**config.mk**
```make
export PLATFORM = sky130hd
export DESIGN_NAME = pwm_gen_channels
export DESIGN_NICKNAME = d
export VERILOG_FILES = /design/src/pwm_gen_pkg.sv /design/src/pwm_gen_channels.sv
export SDC_FILE = /design/constraint.sdc
export NUM_CORES = 1
export LEC_CHECK = 0
export ABC_CLOCK_PERIOD_IN_PS = 9700
export BUFFER_PORTS_ARGS = -buffer_cell sky130_fd_sc_hd__buf_2
export CAP_MARGIN = 40
export CORE_MARGIN = 3
export CORE_UTILIZATION = 50
export DETAILED_ROUTE_END_ITERATION = 8
export PLACE_DENSITY = 0.68
export REMOVE_ABC_BUFFERS = 1
export SLEW_MARGIN = 20
export SYNTH_ARGS = -nofsm -noshare
export SYNTH_HDL_FRONTEND = slang
export SYNTH_SLANG_ARGS = --single-unit
```
**constraint.sdc**
```tcl
create_clock -name sys_clk -period 9.7 [get_ports sys_clk]
set_input_delay 0.97 -clock sys_clk [delete_from_list [all_inputs] [get_ports sys_clk]]
set_output_delay 0.97 -clock sys_clk [all_outputs]
set_load 0.05 [all_outputs]
```
**src/pwm_gen_pkg.sv**
```systemverilog
// Constants and types for the two-channel PWM generator
package pwm_gen_pkg;
  // I/O addresses
  localparam logic [5:0] ADDR_B_PRESCALE = 6'h27;
  localparam logic [5:0] ADDR_B_DUTY_HIGH = 6'h28;
  localparam logic [5:0] ADDR_B_DUTY_LOW = 6'h29;
  localparam logic [5:0] ADDR_B_BOUND_HIGH = 6'h2A;
  localparam logic [5:0] ADDR_B_BOUND_LOW = 6'h2B;
  localparam logic [5:0] ADDR_C_CONTROL = 6'h2C;
  localparam logic [5:0] ADDR_C_PRESCALE = 6'h2D;
  localparam logic [5:0] ADDR_C_DUTY_HIGH = 6'h2E;
  localparam logic [5:0] ADDR_C_DUTY_LOW = 6'h2F;
  localparam logic [5:0] ADDR_C_BOUND_HIGH = 6'h30;
  localparam logic [5:0] ADDR_C_BOUND_LOW = 6'h31;
  // Control register fields
  localparam int CTL_EN = 7;
  localparam int CTL_INV = 5;
  localparam int CTL_CLR = 4;
  localparam int CTL_SEL_HI = 3;
  localparam int CTL_SEL_LO = 1;
  localparam int CTL_SRC = 0;
  // Prescale register fields
  localparam int PS_MODE = 7;
  localparam int PS_PRE_HI = 6;
  localparam int PS_PRE_LO = 5;
  localparam int PS_DIV_HI = 4;
  localparam int PS_DIV_LO = 0;
  // Low registers: upper bits carry data
  localparam int BND_LO_HI = 7;
  localparam int BND_LO_LO = 6;
  localparam int DUTY_LO_HI = 7;
  localparam int DUTY_LO_LO = 5;
  // Bound bit 0 has no register bit
  localparam logic BOUND_BIT0 = 1'b0;
  // Output pin select codes
  localparam logic [2:0] SEL_NONE = 3'h0;
  localparam logic [2:0] SEL_PIN0 = 3'h1;
  localparam logic [2:0] SEL_PIN1 = 3'h3;
  localparam logic [2:0] SEL_PIN2 = 3'h4;
  localparam logic [2:0] SEL_PIN3 = 3'h5;
  // Channel B has no fourth pin
  localparam logic [3:0] PIN_MASK_B = 4'h7;
  localparam logic [3:0] PIN_MASK_C = 4'hF;
  // Prescaler terminal counts for /1 /4 /16 /64
  localparam logic [5:0] PRE_END_1 = 6'h00;
  localparam logic [5:0] PRE_END_4 = 6'h03;
  localparam logic [5:0] PRE_END_16 = 6'h0F;
  localparam logic [5:0] PRE_END_64 = 6'h3F;
  localparam logic [7:0] REG_RESET = 8'h00;
  localparam int NCHAN = 2;
  localparam int CH_B = 0;
  localparam int CH_C = 1;
  // Per-channel control bits
  typedef struct packed {
    logic en;
    logic inv;
    logic clr;
    logic [2:0] sel;
    logic src;
  } chan_ctl_t;
  // Per-channel timing setup
  typedef struct packed {
    logic mode;
    logic [1:0] pre;
    logic [4:0] div;
    logic [10:0] bound;
    logic [10:0] duty;
    logic [2:0] duty_lo;
  } chan_cfg_t;
  // Core I/O access
  typedef struct packed {
    logic [5:0] addr;
    logic [7:0] wdata;
    logic wr;
    logic rd;
  } io_req_t;
endpackage : pwm_gen_pkg

```
**src/pwm_gen_channels.sv**
```systemverilog
// Two PWM generator channels (B and C) with their timing I/O registers and channel C's control register
`timescale 1ns/100ps
module pwm_gen_channels (
  // Clock and reset
  input wire logic sys_clk,
  input wire logic reset_n,
  // Core I/O access
  input pwm_gen_pkg::io_req_t io_req,
  output logic [7:0] io_rdata,
  // Fast RC oscillator tick, one cycle wide
  input wire logic osc_tick,
  // Channel B control bits, held elsewhere
  input pwm_gen_pkg::chan_ctl_t chan_b_ctl,
  // Channel outputs, index 0 is B, 1 is C
  output logic [1:0] pwm_level,
  output logic [1:0] irq_pulse,
  // Pins: B uses 0..2, C uses 0..3
  output logic [1:0][3:0] pin_out,
  output logic [1:0][3:0] pin_oe
);

  // Prescaler terminal count for a code
  function automatic logic [5:0] pre_end(input logic [1:0] code);
    unique case (code)
      2'h0: pre_end = pwm_gen_pkg::PRE_END_1;
      2'h1: pre_end = pwm_gen_pkg::PRE_END_4;
      2'h2: pre_end = pwm_gen_pkg::PRE_END_16;
      2'h3: pre_end = pwm_gen_pkg::PRE_END_64;
    endcase
  endfunction : pre_end

  // One-hot pin map; reserved codes drive nothing
  function automatic logic [3:0] pin_map(input logic [2:0] sel);
    unique case (sel)
      pwm_gen_pkg::SEL_PIN0: pin_map = 4'h1;
      pwm_gen_pkg::SEL_PIN1: pin_map = 4'h2;
      pwm_gen_pkg::SEL_PIN2: pin_map = 4'h4;
      pwm_gen_pkg::SEL_PIN3: pin_map = 4'h8;
      default: pin_map = 4'h0;
    endcase
  endfunction : pin_map

  // Address match for a write
  function automatic logic wr_at(input pwm_gen_pkg::io_req_t r,
                                 input logic [5:0] a);
    wr_at = r.wr && (r.addr == a);
  endfunction : wr_at

  // Register state
  pwm_gen_pkg::chan_cfg_t [1:0] cfg_q; // Timing setup per channel
  pwm_gen_pkg::chan_ctl_t ctl_c_q; // Channel C control
  pwm_gen_pkg::chan_ctl_t [1:0] ctl; // Control seen by each channel
  // Counting state
  logic [1:0][5:0] pre_cnt_q; // Prescaler
  logic [1:0][4:0] div_cnt_q; // Divider
  logic [1:0][10:0] cnt_q; // Main counter
  // Combinational helpers
  logic [1:0] src_tick; // Selected source edge
  logic [1:0] pre_wrap; // Prescaler terminal
  logic [1:0] tick; // Counter step
  logic [1:0] run; // Enabled and not clearing
  logic [1:0][10:0] cnt_nxt; // Counter after a step
  logic [1:0][10:0] cnt_d; // Count after this edge
  logic [7:0] io_rdata_q;

  assign io_rdata = io_rdata_q;
  assign ctl[pwm_gen_pkg::CH_B] = chan_b_ctl;
  assign ctl[pwm_gen_pkg::CH_C] = ctl_c_q;

  // Timing registers; bound applies at once
  always_ff @(posedge sys_clk or negedge reset_n) begin
    if (!reset_n) begin
      cfg_q <= '0;
    end else begin
      // Prescale: mode, prescaler code, divider
      if (wr_at(io_req, pwm_gen_pkg::ADDR_B_PRESCALE)) begin
        cfg_q[0].mode <= io_req.wdata[pwm_gen_pkg::PS_MODE];
        cfg_q[0].pre <= io_req.wdata[pwm_gen_pkg::PS_PRE_HI:pwm_gen_pkg::PS_PRE_LO];
        cfg_q[0].div <= io_req.wdata[pwm_gen_pkg::PS_DIV_HI:pwm_gen_pkg::PS_DIV_LO];
      end
      if (wr_at(io_req, pwm_gen_pkg::ADDR_C_PRESCALE)) begin
        cfg_q[1].mode <= io_req.wdata[pwm_gen_pkg::PS_MODE];
        cfg_q[1].pre <= io_req.wdata[pwm_gen_pkg::PS_PRE_HI:pwm_gen_pkg::PS_PRE_LO];
        cfg_q[1].div <= io_req.wdata[pwm_gen_pkg::PS_DIV_HI:pwm_gen_pkg::PS_DIV_LO];
      end
      // Bound high and low halves
      if (wr_at(io_req, pwm_gen_pkg::ADDR_B_BOUND_HIGH)) begin
        cfg_q[0].bound[10:3] <= io_req.wdata;
      end
      if (wr_at(io_req, pwm_gen_pkg::ADDR_C_BOUND_HIGH)) begin
        cfg_q[1].bound[10:3] <= io_req.wdata;
      end
      // Reserved low bits are dropped
      if (wr_at(io_req, pwm_gen_pkg::ADDR_B_BOUND_LOW)) begin
        cfg_q[0].bound[2:0] <= {io_req.wdata[pwm_gen_pkg::BND_LO_HI:pwm_gen_pkg::BND_LO_LO],
                                pwm_gen_pkg::BOUND_BIT0};
      end
      if (wr_at(io_req, pwm_gen_pkg::ADDR_C_BOUND_LOW)) begin
        cfg_q[1].bound[2:0] <= {io_req.wdata[pwm_gen_pkg::BND_LO_HI:pwm_gen_pkg::BND_LO_LO],
                                pwm_gen_pkg::BOUND_BIT0};
      end
      // Duty low only stages; avoids a torn duty value
      if (wr_at(io_req, pwm_gen_pkg::ADDR_B_DUTY_LOW)) begin
        cfg_q[0].duty_lo <= io_req.wdata[pwm_gen_pkg::DUTY_LO_HI:pwm_gen_pkg::DUTY_LO_LO];
      end
      if (wr_at(io_req, pwm_gen_pkg::ADDR_C_DUTY_LOW)) begin
        cfg_q[1].duty_lo <= io_req.wdata[pwm_gen_pkg::DUTY_LO_HI:pwm_gen_pkg::DUTY_LO_LO];
      end
      // Duty high commits with staged low bits
      if (wr_at(io_req, pwm_gen_pkg::ADDR_B_DUTY_HIGH)) begin
        cfg_q[0].duty <= {io_req.wdata, cfg_q[0].duty_lo};
      end
      if (wr_at(io_req, pwm_gen_pkg::ADDR_C_DUTY_HIGH)) begin
        cfg_q[1].duty <= {io_req.wdata, cfg_q[1].duty_lo};
      end
    end
  end

  // Channel C control; clear bit drops after one clock cycle
  always_ff @(posedge sys_clk or negedge reset_n) begin
    if (!reset_n) begin
      ctl_c_q <= '0;
    end else if (wr_at(io_req, pwm_gen_pkg::ADDR_C_CONTROL)) begin
      // A new write wins over the self-clear
      ctl_c_q.en <= io_req.wdata[pwm_gen_pkg::CTL_EN];
      ctl_c_q.inv <= io_req.wdata[pwm_gen_pkg::CTL_INV];
      ctl_c_q.clr <= io_req.wdata[pwm_gen_pkg::CTL_CLR];
      ctl_c_q.sel <= io_req.wdata[pwm_gen_pkg::CTL_SEL_HI:pwm_gen_pkg::CTL_SEL_LO];
      ctl_c_q.src <= io_req.wdata[pwm_gen_pkg::CTL_SRC];
    end else begin
      // Counter is cleared in the cycle the bit is high
      ctl_c_q.clr <= 1'b0;
    end
  end

  // Readback: only control register reads back
  always_ff @(posedge sys_clk or negedge reset_n) begin
    if (!reset_n) begin
      io_rdata_q <= pwm_gen_pkg::REG_RESET;
    end else if (io_req.rd && io_req.addr == pwm_gen_pkg::ADDR_C_CONTROL) begin
      // Bit 6 shows the live output level
      io_rdata_q <= {ctl_c_q.en, pwm_level[1], ctl_c_q.inv, ctl_c_q.clr,
                     ctl_c_q.sel, ctl_c_q.src};
    end else begin
      // Write-only and unmapped reads give zero
      io_rdata_q <= pwm_gen_pkg::REG_RESET;
    end
  end

  // Clock selection and step detection
  always_comb begin
    for (int i = 0; i < pwm_gen_pkg::NCHAN; i++) begin
      // Oscillator tick is taken as synchronous here
      src_tick[i] = ctl[i].src ? osc_tick : 1'b1;
      run[i] = ctl[i].en && !ctl[i].clr;
      // At or past the end ends the count, so a shrunk setting never runs it round
      pre_wrap[i] = src_tick[i] && (pre_cnt_q[i] >= pre_end(cfg_q[i].pre));
      tick[i] = run[i] && pre_wrap[i] && (div_cnt_q[i] >= cfg_q[i].div);
      // Wrap at bound back to zero
      cnt_nxt[i] = (cnt_q[i] >= cfg_q[i].bound) ? 11'h000 : cnt_q[i] + 11'h001;
      // Count after this edge; keeps the level in step with the interrupt
      cnt_d[i] = !run[i] ? 11'h000 : (tick[i] ? cnt_nxt[i] : cnt_q[i]);
    end
  end

  // Prescaler, held at zero while idle
  always_ff @(posedge sys_clk or negedge reset_n) begin
    if (!reset_n) begin
      pre_cnt_q <= '0;
    end else begin
      for (int i = 0; i < pwm_gen_pkg::NCHAN; i++) begin
        if (!run[i] || pre_wrap[i]) begin
          pre_cnt_q[i] <= 6'h00;
        end else if (src_tick[i]) begin
          pre_cnt_q[i] <= pre_cnt_q[i] + 6'h01;
        end
      end
    end
  end

  // Divider: divides prescaled clock by field plus one
  always_ff @(posedge sys_clk or negedge reset_n) begin
    if (!reset_n) begin
      div_cnt_q <= '0;
    end else begin
      for (int i = 0; i < pwm_gen_pkg::NCHAN; i++) begin
        if (!run[i] || tick[i]) begin
          div_cnt_q[i] <= 5'h00;
        end else if (pre_wrap[i]) begin
          div_cnt_q[i] <= div_cnt_q[i] + 5'h01;
        end
      end
    end
  end

  // Main counter
  always_ff @(posedge sys_clk or negedge reset_n) begin
    if (!reset_n) begin
      cnt_q <= '0;
    end else begin
      for (int i = 0; i < pwm_gen_pkg::NCHAN; i++) begin
        if (!run[i]) begin
          cnt_q[i] <= 11'h000;
        end else if (tick[i]) begin
          cnt_q[i] <= cnt_nxt[i];
        end
      end
    end
  end

  // Interrupt pulse on the step that lands on the target
  always_ff @(posedge sys_clk or negedge reset_n) begin
    if (!reset_n) begin
      irq_pulse <= '0;
    end else begin
      for (int i = 0; i < pwm_gen_pkg::NCHAN; i++) begin
        if (cfg_q[i].mode) begin
          irq_pulse[i] <= tick[i] && (cnt_nxt[i] == 11'h000);
        end else begin
          irq_pulse[i] <= tick[i] && (cnt_nxt[i] == cfg_q[i].duty);
        end
      end
    end
  end

  // Output level; idle level follows polarity bit
  always_ff @(posedge sys_clk or negedge reset_n) begin
    if (!reset_n) begin
      pwm_level <= '0;
    end else begin
      for (int i = 0; i < pwm_gen_pkg::NCHAN; i++) begin
        // Level shows the same count as the register, not the one before
        pwm_level[i] <= (ctl[i].en && (cnt_d[i] < cfg_q[i].duty)) ^ ctl[i].inv;
      end
    end
  end

  // Pin routing; B has only three pins
  always_ff @(posedge sys_clk or negedge reset_n) begin
    if (!reset_n) begin
      pin_out <= '0;
      pin_oe <= '0;
    end else begin
      pin_oe[0] <= pin_map(ctl[0].sel) & pwm_gen_pkg::PIN_MASK_B;
      pin_oe[1] <= pin_map(ctl[1].sel) & pwm_gen_pkg::PIN_MASK_C;
      for (int i = 0; i < pwm_gen_pkg::NCHAN; i++) begin
        pin_out[i] <= {4{(ctl[i].en && (cnt_d[i] < cfg_q[i].duty)) ^ ctl[i].inv}};
      end
    end
  end
endmodule : pwm_gen_channels

```
==> impl_metrics.yaml <==
run_status:
  outcome: "finished clean"
timing:
  sum_of_negative_setup_slack_ns: 0
  post-route-period-util_pct: 47.43
  fin_worst_skew_ns: 0.008165
  slew_violations: 0
  hold_viol_final: 0
  setup_viol: 0
  relSlewSlack_pct: 45.46
  final.min_clock_period_ns: 4.601
  max_clock_freq_mhz: 217.3
  worst_slew_pin_slew_ns: 0.8157
  rsz0062_at_grt: "no"
routing:
  route.detailed.wl_per_inst_um: 17.33
  number_of_drc_markers_after_the_initial_detailed_route_iteration: 557
  detailroute.via_count: 6628
  dr.pass1.iters: 5
  drc_violation_count_after_routing: 0
  per_cell_via_count_in_the_routed_design: 5.748
  wl_mm: 19.98
  final_antenna_net_count: 0
floorplanning:
  io-pin-count: 54
  fp.dieW_um: 134.4
  floorplan.core_area_mm2: 0.01600
  floorplan_die_area_mm2: 0.01807
  rows: 46
  floorplan.initialDensity_pct: 51.53
  chipHeight_um: 134.4
yosys:
  seq_area_frac_synth_pct: 40.67
  yosys.cell_types.count: 69
  postSynth.topFlopCell: "dfrtp_1"
  synth_cells: 885
  synthArstFlopShare_pct: 100.0
  synth_seq_cells: 134
  syn_area_per_cell_um2: 9.317
  ys_warn_count: 0
  synth-edff-count: 0
  syn_area_mm2: 0.008245
worst_setup_path:
  timing.critical_path.fanout_max: 20
  worst-setup-path-type: "reg -> reg"
  crit_path_start_kind: "register"
  cp.required_ns: 10.06
  critPathArrivalTime_ns: 4.96
  worst_setup_path_end_kind: "register"
cts:
  cts-resized-gates: 0
  cts_max_level: 4
  clk_latency_ns: 0.43
  cts_hold_buf: 0
  ctsLongestPathBuffers: 2
  clock-root-buffer: "clkbuf_16"
  clk_pin_slew_ns: 0.06
  cts_tree: "done"
  tritoncts_num_sinks: 134
  cts-buffers-inserted: 17
  post-cts-setup-buffers: 0
cells_and_area:
  count_of_placed_standard_cells_in_the_final_layout_fillers_left_out: 1153
  final_common_cell: "dfrtp_1"
  final_layout_size_suffix_gt1_share_pct: 15.47
  areaGrowthSynthToFinish_pct: 11.49
  layout.cells.most_common_list: "134 x dfrtp_1, 72 x nand2_1, 68 x inv_1, 68 x ha_1, 67 x o21ai_0"
  layout.nets: 1018
  antenna_cells: 0
placed_design:
  placed_cells: 1121
  hpwl_mm: 14.61
  port-buffer-count: 52
  rd_place_congestion: 0.9130
global_routing:
  first_global_vias: 6202
  gr-usage-all-layers_pct: 22.94
  wire_length_of_the_first_global_routing_pass_mm: 32.67
  gr-total-overflow: 0
  grt_antenna_before_repair: 2
  largest_net_degree_at_the_start_of_global_routing: 66
pwr:
  power_per_cell_area_mw_per_mm2: 166.9
  power.leakage_nw: 4.380
  power.combinational.fraction_pct: 18.7
  p_seq_share_pct: 42.4
  switchingPower_mw: 0.4899
  switching_share_pct: 31.92
  p_int_mw: 1.045
  pwr-share-clk_pct: 39.0
  irDropWorstVdd_mv: 0.1633
job:
  max_cap_violations: 0
hold_path:
  hold_path.class: "reg -> reg"
==> power by group through the flow <==
| stage | combinational, mW | sequential, mW | clock, mW |
|---|---|---|---|
| detailed placement | 0.286 | 0.659 | 0 |
| CTS | 0.288 | 0.650 | 0.607 |
| floorplan | 0.156 | 0.693 | 0 |
| finish | 0.286 | 0.650 | 0.598 |
| global route | 0.320 | 0.657 | 0.628 |
| global placement | 0.280 | 0.658 | 0 |
==> flip-flops by register name, indices dropped and copies added, names as in the netlist <==
| signal | count |
|---|---|
| pin_oe | 7 |
| div_cnt_q | 10 |
| irq_pulse | 2 |
| ctl | 7 |
| cnt_q | 22 |
| pwm_level | 1 |
| io_rdata | 8 |
| pin_out | 1 |
| cfg_q | 64 |
| pre_cnt_q | 12 |
==> worst paths after layout <==
path	depth (start not counted)	slack, ns	startpoint	endpoint
max	16	5.10	cfg_q[64]	pin_out[4]
max reg2reg	16	5.10	cfg_q[64]	pin_out[4]
max in group asynchronous	3	8.06	reset_n	cnt_q[12]
min reg2reg	2	0.49	cfg_q[35]	cfg_q[38]
min in group asynchronous	1	0.51	reset_n	cnt_q[2]
min	2	0.49	cfg_q[35]	cfg_q[38]
==> critical path: stages, from the launching register on <==
cell and delay, ns:
dfrtp_1 0.39, or2_2 0.31, ha_1 0.27, nand2b_1 0.09
a21oi_1 0.07, o21ai_0 0.32, nand4_1 0.71, nor2_1 0.61
nand3b_1 0.13, a21oi_1 0.21, ha_1 0.30, nand4_1 0.11
nor2_1 0.06, a221oi_1 0.22, o21ai_0 0.24, or3_1 0.39
nand4_1 0.10
==> cell families (layout without fill, tap and decap cells) <==
| kind of cell | Yosys count | in the layout | synth area share, % |
|---|---|---|---|
| AOI/OAI and AO/OA | 184 | 184 | 13.87 |
| xor gates and xnor gates | 40 | 40 | 4.507 |
| adders and majority gates | 68 | 68 | 10.32 |
| buffers and inverters | 108 | 160 | 5.615 |
| DFF | 134 | 134 | 40.67 |
| muxes | 40 | 40 | 5.402 |
| other | 1 | 1 | 0.04548 |
| and+or+nand+nor | 310 | 310 | 19.58 |
==> cells in the mapped netlist, drive strengths merged (24+ instances only) <==
| library cell | number | area, µm² |
|---|---|---|
| nand3 | 26 | 142.6 |
| nor2 | 64 | 240.2 |
| nor3 | 27 | 140.1 |
| nand2 | 73 | 276.5 |
| a21oi | 37 | 185.2 |
| ha | 68 | 850.8 |
| mux2 | 36 | 405.4 |
| inv | 68 | 255.2 |
| nand4 | 26 | 168.9 |
| dfrtp | 134 | 3353 |
| xnor2 | 24 | 210.2 |
| o21ai | 68 | 340.3 |
==> metrics by stage <==
step	worst slack (ns)	util, %	power (mW)	instance area [µm²]	hold WS (ns)
after floorplan	5.836	-	0.8493	8038	0.4460
after global placement	5.136	53.86	0.9380	8617	0.4744
after detailed placement	5.164	54.06	0.9454	8650	0.4689
after CTS	5.135	57.45	1.545	9193	0.4951
after global routing	4.586	57.45	1.605	9193	0.5159
final	5.099	57.45	1.535	9193	0.4927
==> area by class of cell <==
type / instances / area [µm²]
inverter: 68 / 255.2
clock buffer: 18 / 439.2
clock inverter: 14 / 103.9
fill: 1457 / 6808
timing repair buffer: 60 / 336.6
sequential: 134 / 3353
multi-input combinational: 643 / 4434
tap: 216 / 270.3
==> routing by layer <==
layer | up-vias | GRT usage [%] | wire, µm
li1 | 3229 | - | -
met1 | 3201 | 32.10 | 9418
met2 | 161 | 36.12 | 9110
met3 | 33 | 4.651 | 1031
met4 | 4 | 7.127 | 388
met5 | - | 0 | 31
Note: power is estimated with default switching activity, not from simulation.
